$ cat src/rtl/zols_pkg.sv
package zols_pkg;
   // ************************************************************
   // Widths
   // ************************************************************
   localparam int AW = 24;
   localparam int CW = 32;
   localparam int TW = 5;

   // ************************************************************
   // Loop type codes carried in each loop stack entry
   // ************************************************************
   localparam logic [1:0] LT_COND = 2'h0; // Arithmetic condition
   localparam logic [1:0] LT_LEN1 = 2'h1; // Counter, one instruction
   localparam logic [1:0] LT_LEN2 = 2'h2; // Counter, two instructions
   localparam logic [1:0] LT_LONG = 2'h3; // Counter, three or more

   // ************************************************************
   // Address offsets, counts and pass figures
   // ************************************************************
   localparam logic [AW-1:0] A_ONE = 24'h000001;
   localparam logic [AW-1:0] A_TWO = 24'h000002;
   localparam logic [CW-1:0] C_ZERO = 32'h00000000;
   localparam logic [CW-1:0] C_ONE = 32'h00000001;
   localparam logic [CW-1:0] C_TWO = 32'h00000002;
   localparam logic [CW-1:0] C_THREE = 32'h00000003;
   localparam logic [CW-1:0] C_RESET = 32'hffffffff; // No loop running
   localparam logic [1:0] P_NONE = 2'h0;
   localparam logic [1:0] P_ONE = 2'h1;
   localparam logic [1:0] P_TWO = 2'h2;
   localparam logic [1:0] P_THREE = 2'h3;

   // ************************************************************
   // Types
   // ************************************************************
   typedef struct packed {
      logic [1:0] ltype;
      logic [TW-1:0] term;
      logic [AW-1:0] end_addr;
   } zols_lent_t;

   typedef enum logic [1:0] {ZOLS_IDLE, ZOLS_LOOP, ZOLS_NOP} zols_state_t;
endpackage

$ cat src/rtl/zols_seq.sv
// What this block does
// (RULE_01) Loop setup pushes end, condition, start address
// (RULE_02) Entries carry two-bit loop type code
// (RULE_03) Test false at end-2 loops back
// (RULE_04) Test true falls through, pops both stacks
// (RULE_05) Counter decremented and tested at end-2
// (RULE_06) Reentry return skips the second decrement
// (RULE_07) Nested loops never share an end
// (RULE_08) No branches in a loop's last three
// (RULE_09) Non-delayed call allowed, not in short loops
// (RULE_10) End-2 never loads the counter from memory
// (RULE_11) Enough iterations run short loops without overhead
// (RULE_12) Short rare loops cancel two pipeline instructions
// (RULE_13) Interrupt held during those last passes
// (RULE_14) One-instruction loop holds interrupt third-from-last
// (RULE_15) One-instruction loop freezes fetch and opcode latch
// (RULE_16) Two-instruction loop tests on fetching its end
// (RULE_17) Outer condition loop ends two beyond inner
// (RULE_18) Abort jump avoids outer loop's last instruction
// (RULE_19) Three-instruction condition loop: one more pass
// (RULE_20) Two-instruction condition loop: one or two passes
// (RULE_21) One-instruction condition loop: three more executions
// (RULE_22) Count expires when decrement reaches final value
`timescale 1ns/1ps
`default_nettype none
module zols_seq (
   input wire logic mclk, // Core clock, 20 MHz
   input wire logic rst_n, // Synchronous reset, active low
   input wire logic ce, // Clock enable, freezes all state
   input wire logic exec_valid, // Execute stage holds a real instruction
   input wire logic [zols_pkg::AW-1:0] exec_pc, // Address in execute
   input wire logic [zols_pkg::AW-1:0] fetch_pc, // Address being fetched
   input wire logic setup_exec, // Loop setup instruction executes
   input wire logic [zols_pkg::AW-1:0] setup_end, // Its end address
   input wire logic [zols_pkg::TW-1:0] setup_term, // Its termination code
   input wire logic setup_is_count, // Terminates on count expiry
   input wire logic [zols_pkg::CW-1:0] pending_loop_count, // Count for the new loop
   input wire logic term_cond, // Running loop's arithmetic condition true
   input wire logic rts_lr_exec, // Return with loop_reentry_modifier executes
   input wire zols_pkg::zols_lent_t below_entry, // Entry under the top of the loop stack
   input wire logic [zols_pkg::CW-1:0] below_count, // Count under the top of the count stack
   input wire logic below_valid, // An outer loop exists
   output logic lstk_push, // Push loop address and count stacks
   output zols_pkg::zols_lent_t lstk_push_data, // Entry to push
   output logic pc_push, // Push return-address stack
   output logic [zols_pkg::AW-1:0] pc_push_addr, // Loop start address
   output logic pop_stacks, // Pop return-address and loop stacks
   output logic loop_back, // Next fetch from top of return-address stack
   output logic hold_fetch, // Freeze fetch address and opcode latch
   output logic cancel_fd, // Turn fetch and decode into no-operations
   output logic irq_hold, // Postpone interrupt processing this cycle
   output logic [zols_pkg::CW-1:0] current_iteration_count, // Count in effect
   output logic count_expired_condition // Count expired
);

   // ************************************************************
   // Loop context
   // ************************************************************
   zols_pkg::zols_state_t state_r, state_nxt;
   zols_pkg::zols_lent_t ent_r, ent_nxt;
   logic ovh_r, ovh_nxt; // Short loop that pays two overhead cycles
   logic short1_r, short1_nxt; // One-instruction condition loop
   logic short2_r, short2_nxt; // Two-instruction condition loop
   logic [1:0] rem_r, rem_nxt; // Passes left after a condition exit
   logic lr_skip_r, lr_skip_nxt; // Skip decrement after reentry
   logic first_r, first_nxt; // Condition seen at first instruction
   logic below_valid_seen; // Outer loop present when a short loop was cancelled

   // Type code from setup operands; also used for the short flags
   function automatic logic [1:0] loop_kind(input logic is_cnt, input logic [zols_pkg::AW-1:0] len);
      if (!is_cnt) begin
         loop_kind = zols_pkg::LT_COND;
      end else if (len == zols_pkg::A_ONE) begin
         loop_kind = zols_pkg::LT_LEN1;
      end else if (len == zols_pkg::A_TWO) begin
         loop_kind = zols_pkg::LT_LEN2;
      end else begin
         loop_kind = zols_pkg::LT_LONG;
      end
   endfunction

   // ************************************************************
   // Decode of the pipeline position
   // ************************************************************
   wire active = (state_r != zols_pkg::ZOLS_IDLE);
   wire [zols_pkg::AW-1:0] setup_len = setup_end - exec_pc;
   wire [1:0] setup_kind = loop_kind(setup_is_count, setup_len);
   wire [1:0] len_kind = loop_kind(1'b1, setup_len);
   wire setup = ce && setup_exec;
   wire setup_short = setup && (len_kind != zols_pkg::LT_LONG);
   wire at_end = ce && active && exec_valid && !setup_exec && exec_pc == ent_r.end_addr;
   wire at_em1 = ce && active && exec_valid && !setup_exec && exec_pc == ent_r.end_addr - zols_pkg::A_ONE;
   wire at_em2 = ce && active && exec_valid && !setup_exec && exec_pc == ent_r.end_addr - zols_pkg::A_TWO;
   wire fetch_end = ce && active && !setup_exec && fetch_pc == ent_r.end_addr;
   wire is_cnt = (ent_r.ltype != zols_pkg::LT_COND);
   wire is_len1 = (ent_r.ltype == zols_pkg::LT_LEN1);
   wire is_len2 = (ent_r.ltype == zols_pkg::LT_LEN2);
   wire is_long = (ent_r.ltype == zols_pkg::LT_LONG) || (!is_cnt && !short1_r && !short2_r);
   wire [zols_pkg::CW-1:0] cnt;
   wire cnt_at_one;
   wire cnt_exp;
   // The last three passes drain the pipe, so hold only while more than three remain, or more than one in an overhead loop
   wire cnt_big = (cnt == zols_pkg::C_ZERO) || (cnt > (ovh_r ? zols_pkg::C_ONE : zols_pkg::C_THREE));

   // ************************************************************
   // Long loops: test at end-2
   // ************************************************************
   // Three-instruction condition loops fall here too, end-2 is the start
   wire long_test = at_em2 && is_long; // [RULE_19]
   wire long_dec = long_test && is_cnt && !lr_skip_r; // [RULE_05] [RULE_06]
   wire long_term = is_cnt ? (lr_skip_r ? cnt_exp : cnt_at_one) : term_cond;
   wire long_back = long_test && !long_term; // [RULE_03]
   wire long_pop = long_test && long_term; // [RULE_04]

   // ************************************************************
   // One-instruction counter loops
   // ************************************************************
   // Fetch stays on the body while enough iterations remain
   wire l1_run = at_end && is_len1;
   wire l1_last = l1_run && cnt_at_one;
   wire l1_hold = l1_run && cnt_big; // [RULE_15] [RULE_11]
   wire l1_irq = l1_run && (ovh_r ? cnt_at_one : cnt == zols_pkg::C_THREE); // [RULE_13] [RULE_14]

   // ************************************************************
   // Two-instruction counter loops
   // ************************************************************
   // Fetching the end instruction triggers the test
   wire l2_test = fetch_end && is_len2 && !ovh_r; // [RULE_16]
   wire l2_back = l2_test && !cnt_at_one;
   wire l2_pop = l2_test && cnt_at_one;
   wire l2_last = at_end && is_len2 && ovh_r; // [RULE_12]
   wire l2_irq = (at_end || at_em1) && is_len2 && ovh_r; // [RULE_13]

   // ************************************************************
   // Short condition loops
   // ************************************************************
   // One instruction: tested every cycle, three more executions
   wire c1_run = at_end && !is_cnt && short1_r;
   wire c1_hold = c1_run && rem_r == zols_pkg::P_NONE; // [RULE_21]
   wire c1_pop = c1_run && rem_r == zols_pkg::P_ONE;
   // Two instructions: tested at the second, one or two passes follow
   wire c2_test = at_end && !is_cnt && short2_r && rem_r == zols_pkg::P_NONE && term_cond;
   wire [1:0] c2_passes = first_r ? zols_pkg::P_ONE : zols_pkg::P_TWO; // [RULE_20]
   wire c2_back = fetch_end && !is_cnt && short2_r && rem_r == zols_pkg::P_NONE && !(c2_test && first_r);
   wire c2_pop = at_end && !is_cnt && short2_r && rem_r == zols_pkg::P_ONE;

   // ************************************************************
   // Pipeline and stack strobes
   // ************************************************************
   wire cancel = l1_last && ovh_r || l2_last; // [RULE_12]
   wire pop = long_pop || l1_last || l2_pop || l2_last || c1_pop || c2_pop; // [RULE_04]
   wire cnt_dec = long_dec || l1_run || l2_test;

   assign lstk_push = setup; // [RULE_01]
   assign lstk_push_data = '{ltype: setup_kind, term: setup_term, end_addr: setup_end}; // [RULE_02]
   assign pc_push = setup; // [RULE_01]
   assign pc_push_addr = exec_pc + zols_pkg::A_ONE;
   assign pop_stacks = pop;
   // Short loops already loop back while their setup executes
   assign loop_back = setup_short || long_back || l2_back || c2_back; // [RULE_03]
   // A one-instruction body must stay in decode from its setup on
   assign hold_fetch = l1_hold || c1_hold || setup && len_kind == zols_pkg::LT_LEN1; // [RULE_15]
   assign cancel_fd = cancel;
   assign irq_hold = l1_irq || l2_irq || (ce && state_r == zols_pkg::ZOLS_NOP); // [RULE_13]

   // ************************************************************
   // Counter; two-instruction setup counts its first test at once
   // ************************************************************
   wire cnt_load = setup && setup_is_count || pop && below_valid;
   wire [zols_pkg::CW-1:0] setup_cnt = (setup_kind == zols_pkg::LT_LEN2) ? pending_loop_count - zols_pkg::C_ONE
                                                                          : pending_loop_count;
   wire [zols_pkg::CW-1:0] load_val = setup ? setup_cnt : below_count;

   zols_cnt u_cnt (
      .mclk(mclk),
      .rst_n(rst_n),
      .ce(ce),
      .load(cnt_load),
      .load_val(load_val),
      .dec(cnt_dec && !cnt_load), // [RULE_05]
      .count(cnt),
      .at_one(cnt_at_one),
      .expired(cnt_exp)
   );
   assign current_iteration_count = cnt;
   assign count_expired_condition = cnt_exp;

   // ************************************************************
   // Next context
   // ************************************************************
   // Overhead only when too few iterations remain to fill the pipe
   always_comb begin
      state_nxt = state_r;
      ent_nxt = ent_r;
      ovh_nxt = ovh_r;
      short1_nxt = short1_r;
      short2_nxt = short2_r;
      rem_nxt = rem_r;
      lr_skip_nxt = lr_skip_r;
      first_nxt = first_r;
      // A reentry landing on the test cycle wins over the clear
      if (long_test) begin
         lr_skip_nxt = 1'b0;
      end
      if (rts_lr_exec && ce) begin
         lr_skip_nxt = 1'b1; // [RULE_06]
      end
      if (at_em1) begin
         first_nxt = term_cond;
      end
      if (c1_run && rem_r == zols_pkg::P_NONE && term_cond) begin
         rem_nxt = zols_pkg::P_THREE; // [RULE_21]
      end else if (c2_test) begin
         rem_nxt = c2_passes; // [RULE_20]
      end else if ((c1_run || at_end && short2_r) && rem_r != zols_pkg::P_NONE) begin
         rem_nxt = rem_r - zols_pkg::P_ONE;
      end
      case (state_r)
         zols_pkg::ZOLS_NOP: begin
            state_nxt = active && ent_r.end_addr != exec_pc && below_valid_seen ? zols_pkg::ZOLS_LOOP
                                                                                : zols_pkg::ZOLS_IDLE;
         end
         default: begin
            if (cancel) begin
               state_nxt = zols_pkg::ZOLS_NOP;
            end else if (pop) begin
               state_nxt = below_valid ? zols_pkg::ZOLS_LOOP : zols_pkg::ZOLS_IDLE;
            end
         end
      endcase
      if (pop) begin
         ent_nxt = below_entry;
         ovh_nxt = 1'b0;
         short1_nxt = 1'b0;
         short2_nxt = 1'b0;
         rem_nxt = zols_pkg::P_NONE;
         lr_skip_nxt = 1'b0;
      end
      if (setup) begin
         state_nxt = zols_pkg::ZOLS_LOOP;
         ent_nxt = lstk_push_data;
         ovh_nxt = (setup_kind == zols_pkg::LT_LEN1) && (pending_loop_count == zols_pkg::C_ONE
                   || pending_loop_count == zols_pkg::C_TWO)
                   || (setup_kind == zols_pkg::LT_LEN2) && pending_loop_count == zols_pkg::C_ONE; // [RULE_11]
         short1_nxt = !setup_is_count && len_kind == zols_pkg::LT_LEN1;
         short2_nxt = !setup_is_count && len_kind == zols_pkg::LT_LEN2;
         rem_nxt = zols_pkg::P_NONE;
         lr_skip_nxt = 1'b0;
      end
   end

   // Outer loop presence kept through the no-operation cycle
   logic bvs_nxt;
   assign bvs_nxt = cancel ? below_valid : below_valid_seen;

   // Context registers
   always_ff @(posedge mclk) begin
      if (!rst_n) begin
         state_r <= zols_pkg::ZOLS_IDLE;
         ent_r <= '0;
         ovh_r <= 1'b0;
         short1_r <= 1'b0;
         short2_r <= 1'b0;
         rem_r <= zols_pkg::P_NONE;
         lr_skip_r <= 1'b0;
         first_r <= 1'b0;
         below_valid_seen <= 1'b0;
      end else if (ce) begin
         state_r <= state_nxt;
         ent_r <= ent_nxt;
         ovh_r <= ovh_nxt;
         short1_r <= short1_nxt;
         short2_r <= short2_nxt;
         rem_r <= rem_nxt;
         lr_skip_r <= lr_skip_nxt;
         first_r <= first_nxt;
         below_valid_seen <= bvs_nxt;
      end
   end
endmodule
`default_nettype wire

$ cat src/rtl/zols_cnt.sv
`timescale 1ns/1ps
`default_nettype none
// ************************************************************
// Current iteration counter with count-expired flag
// ************************************************************
module zols_cnt (
   input wire logic mclk, // Core clock
   input wire logic rst_n, // Synchronous reset, active low
   input wire logic ce, // Clock enable
   input wire logic load, // Load a new count
   input wire logic [zols_pkg::CW-1:0] load_val, // Value to load
   input wire logic dec, // Decrement for this iteration
   output logic [zols_pkg::CW-1:0] count, // Current iteration count
   output logic at_one, // Next decrement expires the loop
   output logic expired // Count expired condition
);
   logic [zols_pkg::CW-1:0] cnt_r;
   logic [zols_pkg::CW-1:0] cnt_nxt;
   logic exp_r;
   logic exp_nxt;

   // Next count: load wins; loading a zero count raises the expired flag at once
   assign at_one = (cnt_r == zols_pkg::C_ONE);
   assign cnt_nxt = load ? load_val : (dec ? cnt_r - zols_pkg::C_ONE : cnt_r);
   assign exp_nxt = load ? (load_val == zols_pkg::C_ZERO) : (dec ? at_one : exp_r); // [RULE_22]

   // Counter state
   always_ff @(posedge mclk) begin
      if (!rst_n) begin
         cnt_r <= zols_pkg::C_RESET;
         exp_r <= 1'b0;
      end else if (ce) begin
         cnt_r <= cnt_nxt;
         exp_r <= exp_nxt;
      end
   end

   assign count = cnt_r;
   assign expired = exp_r;
endmodule
`default_nettype wire

$ cat config.mk
export PLATFORM = sky130hd
export DESIGN_NAME = zols_seq
export DESIGN_NICKNAME = d
export VERILOG_FILES = /design/src/rtl/zols_pkg.sv /design/src/rtl/zols_seq.sv /design/src/rtl/zols_cnt.sv
export SDC_FILE = /design/constraint.sdc
export NUM_CORES = 1
export LEC_CHECK = 0
export BUFFER_PORTS_ARGS = -buffer_cell sky130_fd_sc_hd__buf_2
export CAP_MARGIN = 25
export CELL_PAD_IN_SITES_DETAIL_PLACEMENT = 1
export CELL_PAD_IN_SITES_GLOBAL_PLACEMENT = 1
export CORE_MARGIN = 1
export CORE_UTILIZATION = 41
export CTS_CLUSTER_SIZE = 16
export DETAILED_ROUTE_END_ITERATION = 10
export GPL_TIMING_DRIVEN = 0
export PLACE_DENSITY = 0.95
export SETUP_SLACK_MARGIN = 0.1
export SYNTH_ARGS = -nofsm -noshare
export SYNTH_HDL_FRONTEND = slang
export SYNTH_SLANG_ARGS = --single-unit
$ cat constraint.sdc
create_clock -name mclk -period 13 [get_ports mclk]
set_input_delay 1.3 -clock mclk [delete_from_list [all_inputs] [get_ports mclk]]
set_output_delay 1.3 -clock mclk [all_outputs]
set_load 0.01 [all_outputs]
Word-level counts from Yosys, hierarchy flattened
Cells that the tools add are included.
Widths: inputs -> output; s select.
Storage, ports and cells
  register bits after elaboration: 69
  output and inout bits: 95
  bits of input ports: 181
  word-level logic and storage cells: 185
Operators by class
  magnitude comparators: 1
  equality and inequality tests: 21
  multiplexer cells: 35
  $add $sub $neg: 7
  reductions and logical operators: 109
Operators with widths (count)
  $mux 32: 4
  $eq 24x24->1: 4
  $eq 32x1->1 const B: 2
  $eq 32x2->1 const B: 2
  $logic_not 32->1: 2
  $sub 32x1->32 const B: 2
  $mux 31: 2
  $logic_and 1x1->1: 58
  $gt 32x2->1: 1
  $mux 2: 13
  $add 24x1->24 const B: 1
  $eq 24x1->1 const B: 1
  $eq 24x2->1 const B: 1
  $ne 24x24->1: 1
  $sub 24x1->24 const B: 1
  $sub 24x2->24 const B: 1
  $sub 24x24->24: 1
  $logic_or 1x1->1: 22
  $mux 1: 16
  $reduce_and 2->1: 7
  $logic_not 1->1: 11
  $eq 2x2->1 const B: 5
  $reduce_bool 2->1: 5
  $eq 2x1->1 const B: 4
  5 further kinds: 6

Longest topological paths before layout
  depth in word-level cells: 18
  depth in mapped cells: 19
  gate-level depth less buffers: 16

By module
A second synthesis with hierarchy kept.
Unflattened totals
  cells, all modules: 1436
  area total of the unflattened synthesis: 9955.8 µm²
Modules (own cells, without submodules)
  zols_seq: cells an instance 1139, area each 7747.4 µm², times used 1, sequential area each 720.7 µm²
  zols_cnt: cells an instance 297, area each 2208.4 µm², times used 1, sequential area each 660.6 µm²

Worst setup path before layout
No wires, ideal clock.
  kind: input-to-reg
  from: input port pending_loop_count[4] (netlist name)
  to: register u_cnt.exp_r, in the netlist u_cnt.expired
  cell stages on the path: 15
  path slack: 6.986 ns
  path buffers: 2
  arrival time: 5.945 ns
  library setup time: 0.069 ns
  required time: 12.931 ns
  path through: or3_1 or4_1 or4_1 or3_1 or3_1 buf_2 or4_1 clkbuf_1 nor4b_2 nor4b_2 xnor2_1 a31oi_1 or4_1 or4_1 o21ai_1
Between the ends
  word-level cells in the longest chain between the ends: 5
RTL lines
  from (decl): RTL line zols_seq.sv:37  | input wire logic [zols_pkg::CW-1:0] pending_loop_count,
  $sub 32x1->32: RTL line zols_seq.sv:170  | wire [zols_pkg::CW-1:0] setup_cnt = (setup_kind == zols_pkg::LT_LEN2) ? pending_loop_count - zols_pkg::C_ONE
  $mux 32 *: RTL line zols_seq.sv:170
  $mux 32 *: RTL line zols_seq.sv:172  | wire [zols_pkg::CW-1:0] load_val = setup ? setup_cnt : below_count;
  $logic_not 32->1 *: RTL line zols_cnt.sv:25  | assign exp_nxt = load ? (load_val == zols_pkg::C_ZERO) : (dec ? at_one : exp_r);
  $mux 1 *: RTL line zols_cnt.sv:25
  to (signal assigned): RTL line zols_cnt.sv:34  | exp_r <= exp_nxt;
  to (decl): RTL line zols_cnt.sv:19  | logic exp_r;
Every way passes the cells marked *; elsewhere a longest branch is shown, timed or not.
A chain may end at the register's enable or synchronous reset.

Final worst setup path
  from: input port exec_pc[20] (netlist name)
  to: register u_cnt.exp_r, in the netlist u_cnt.expired
Between the ends
  word-level cells in the longest chain between the ends: 15
  elaborated cells between the ends (all ways): 41
  those cells by class: add/sub: 1; eq/ne: 5; mux: 6; reduce/logical: 29
RTL lines
  from (decl): RTL line zols_seq.sv:31  | input wire logic [zols_pkg::AW-1:0] exec_pc,
  parallel branches: the longest is 15 deep, another holds $sub 24x24->24
Several ways; the timed one is not identified.

==> key figures <==
Outcome
  • Status: finished with violations
  • Violated checks: DRC

Clock tree
  • CTS tree: built
  • Total CTS buffers: 9
  • Longest Clk Path Bufs: 2
  • Clk sink count: 69
  • H-tree levels: 3
  • # resized after CTS: 0
  • Hold buffer count at CTS: 0
  • Root Buffer: clkbuf_16
  • Worst-skew pair later-pin latency: around 360 ps
  • CTS clk-pin slew, worst paths: approximately 70 ps
  • Post-CTS setup buffers: 0

Timing
  • Setup tns final: 0 ps
  • Final Setup Violations: 0
  • RSZ-0062 raised after global routing: no
  • Slew headroom: around 27%
  • Fmax: 146.5 MHz
  • Worst-Margin Slew: ~1100 ps
  • Clk_skew: roughly 16 ps
  • Final period utilization: 52.49%
  • Max-slew violation count: 0
  • Post-layout min period: ~6800 ps
  • Fin. Hold Viols: 0

Routing
  • Vias: around 12000
  • Drt total wl: 43.69 mm
  • Iteration-0 DRC Markers: between 900 and 1000
  • Vias/cell: between 6 and 7
  • Drt pass-1 iters: 9
  • # DRC: 9
  • Remaining antenna violation count: 0
  • Routed len/inst: about 23 µm

GRT
  • Met1 Resource Use GR: about half
  • Busiest metal layer after global routing: met2
  • Largest net degree at the start of global routing: 15
  • Initial antenna violation count: 10
  • GRT Overall Usage: 36.35%
  • M3 GR Usage: between 5 and 6%
  • First-pass GRT wire length: approximately 66 mm
  • Gr ovfl total: 0
  • Grt met2 use: around 60%
  • Number of global-route vias before repair: about 12000

Die
  • # rows: 54
  • Initial Util: between 40% and 50%
  • Area of the core: approximately 0.022 mm²
  • Die width: between 150 and 200 µm
  • Die area: between 0.02 and 0.025 mm²
  • Ports: around 280
  • Die H: 152.3 µm

Synth
  • Cells after synthesis: 1322
  • Post-synthesis net count: between 1500 and 2000
  • Synth unique cells: 88
  • Post-Syn Area: approximately 0.0093 mm²
  • Number of synthesized register bits: 69
  • Commonest cells in the netlist: nand2_1, nor2_1, xnor2_1
  • Warnings from Yosys: 0
  • Top_reg_cell synth: dfxtp_1
  • Ys async rst share: 0%
  • Top cell type by total area after synthesis: dfxtp_1
  • Count leader, synth: nand2_1
  • Synth Area per Inst: ~7.0 µm²
  • Number of enable flip-flop cells after synthesis: 0
  • Seq/Total Area, Yosys: about 15%
  • Synth top area cells: dfxtp_1, xnor2_1, nand2_1
  • Yosys top cell area share: between 10% and 20%

Power
  • Power Density: between 70 and 80 mW/mm²
  • Final Power: slightly below 900 µW
  • Leakage: around 0.0044 µW
  • Peak VDD IR: a little under 0.06 mV

Worst setup path
  • Crit Path Category: in -> reg
  • CP Launch Type: input port
  • RR Startpoint: ent_r[1]$_SDFFE_PN0P_
  • Crit path largest cell delay: 610 ps
  • Crit path DAT: ~7000 ps
  • Buf/Inv on CP: 5
  • Crit. End Element: register
  • CP Launch Point: exec_pc[20]
  • Crit path cell chain: clkbuf_1 > inv_1 > ha_1 > clkbuf_1 > o21a_1 > or3_1 > a41o_1 > nor4_1 > o221ai_1 > a211o_1 > or4_4 > buf_6 > clkbuf_1 > nor4_1 > xnor2_1 > a31oi_1 > or4_1 > or4_1 > o21ai_1
  • Most frequent CP cell: clkbuf_1
  • CP Max Fanout: 10
  • Critical path data required time: approximately 13000 ps
  • Family with the most delay on the worst path: simple AND/OR/NAND/NOR gates
  • CP max-delay cell: nor4_1

Placed design
  • Placer Congestion: 0.9846
  • HPWL after DPL: 35.62 mm
  • Port bufs: 258
  • DP Cell Count: between 1500 and 2000

Cells and area
  • Synth-to-layout area growth: 21.74%
  • Share of cells above drive strength 1: between 20% and 30%
  • Multi-input gate area: ~0.007 mm²
  • Fill cell count: a little under 3000
  • Fin nets: 1812
  • Post-route insts no fill: 1886
  • Reg area: about 0.0014 mm²

Hold path
  • Worst hold-check path type: reg -> reg
  • Hold wc startpoint: rem_r[1]$_SDFFE_PN0P_

Flow run
  • Max cap viols: 0
## kinds of logic after synthesis
group           synth area share, %
xor+xnor                      13.33
flops                         14.91
simple gates                  32.77
buf+inv                       8.320
fa+ha+maj                     5.078
mux                           1.580
compound gates                24.01
## per-stage QoR
stage | worst slack [ps] | instance area (µm²) | hold WS (ps) | util (%)
finish | 6176 | 11280 | 508.6 | 51.36
CTS | 6314 | 11260 | 514.6 | 51.28
detailed placement | 5954 | 10930 | 485.8 | 49.78
global route | 5975 | 11280 | 540.8 | 51.36
global placement | 6089 | 10910 | 479.7 | 49.66
floorplan | 6986 | 9264 | 460.0 | -
## flip-flops by register name, indices dropped and copies added, names as in the netlist
| name | count |
|---|---|
| rem_r | 2 |
| short1_r | 1 |
| lr_skip_r | 1 |
| first_r | 1 |
| u_cnt.count | 32 |
| u_cnt.expired | 1 |
| below_valid_seen | 1 |
| state_r | 2 |
| ent_r | 26 |
| short2_r | 1 |
| ovh_r | 1 |
## placed cells by master, fill, tap and decap left out, drive strengths merged, types with 10 or more instances in the layout
cell type / Yosys / layout
xnor2: 87 / 87
or3: 22 / 22
nand3: 42 / 42
nand2b: 13 / 13
o21a: 11 / 11
or4: 26 / 26
and2: 10 / 10
a211o: 10 / 10
o21ai: 47 / 47
dfxtp: 69 / 69
nand2: 165 / 165
a311oi: 26 / 26
nand4: 27 / 27
o31ai: 17 / 17
xor2: 54 / 54
nor3: 42 / 42
a211oi: 14 / 14
a21oi: 49 / 49
nor2b: 12 / 12
a31oi: 12 / 12
inv: 48 / 51
nor2: 135 / 135
buf: 50 / 311
nor4: 46 / 46
clkbuf: 64 / 73
ha: 36 / 36
o211ai: 37 / 37
## worst register-to-register path: stages, from the launching register on
cell,delay (ps)
dfxtp_1,300
clkbuf_1,250
inv_1,150
ha_1,220
nor3b_1,610
nand2_1,360
a2111oi_0,740
o211ai_1,200
nand4bb_1,230
nor4_1,380
a221oi_1,260
o21ai_1,310
nor2_1,130
a211o_1,260
or4_1,570
or4_1,540
o21ai_1,170
## path summary, 6_finish.rpt
| check | cells after the start | to | slack [ps] |
|---|---|---|---|
| setup / recovery | 19 | u_cnt.expired$_SDFFE_PN0P_ | 6180 |
| hold reg to reg | 2 | rem_r[1]$_SDFFE_PN0P_ | 510 |
| hold / removal | 2 | rem_r[1]$_SDFFE_PN0P_ | 510 |
| setup reg to reg | 16 | u_cnt.expired$_SDFFE_PN0P_ | 7250 |
## area by class of cell
type | instances | share of cell area, %
diodes | 7 | 0.1553
plain buffers | 114 | 5.203
clock buffers | 9 | 1.997
clock inverters | 7 | 0.9319
inverters | 49 | 1.631
multi-input cells | 1090 | 63.12
flip-flops and latches | 69 | 12.25
well taps | 280 | 3.106
repair buffers | 261 | 11.60
## report_power, final
| part | switching [µW] | internal (µW) |
|---|---|---|
| Clock | 118 | 171 |
| Combinational | 227 | 135 |
| Sequential | 12.2 | 222 |
## per-layer routing
metal / share of wire [%] / up-vias / wire [µm]
met3: 9.1 / 113 / 3977
met5: 0.062 / - / 27
met1: 41 / 5654 / 18120
met2: 46 / 645 / 19970
li1: - / 5383 / -
met4: 3.7 / 4 / 1596
(Power assumes the default switching activity.)
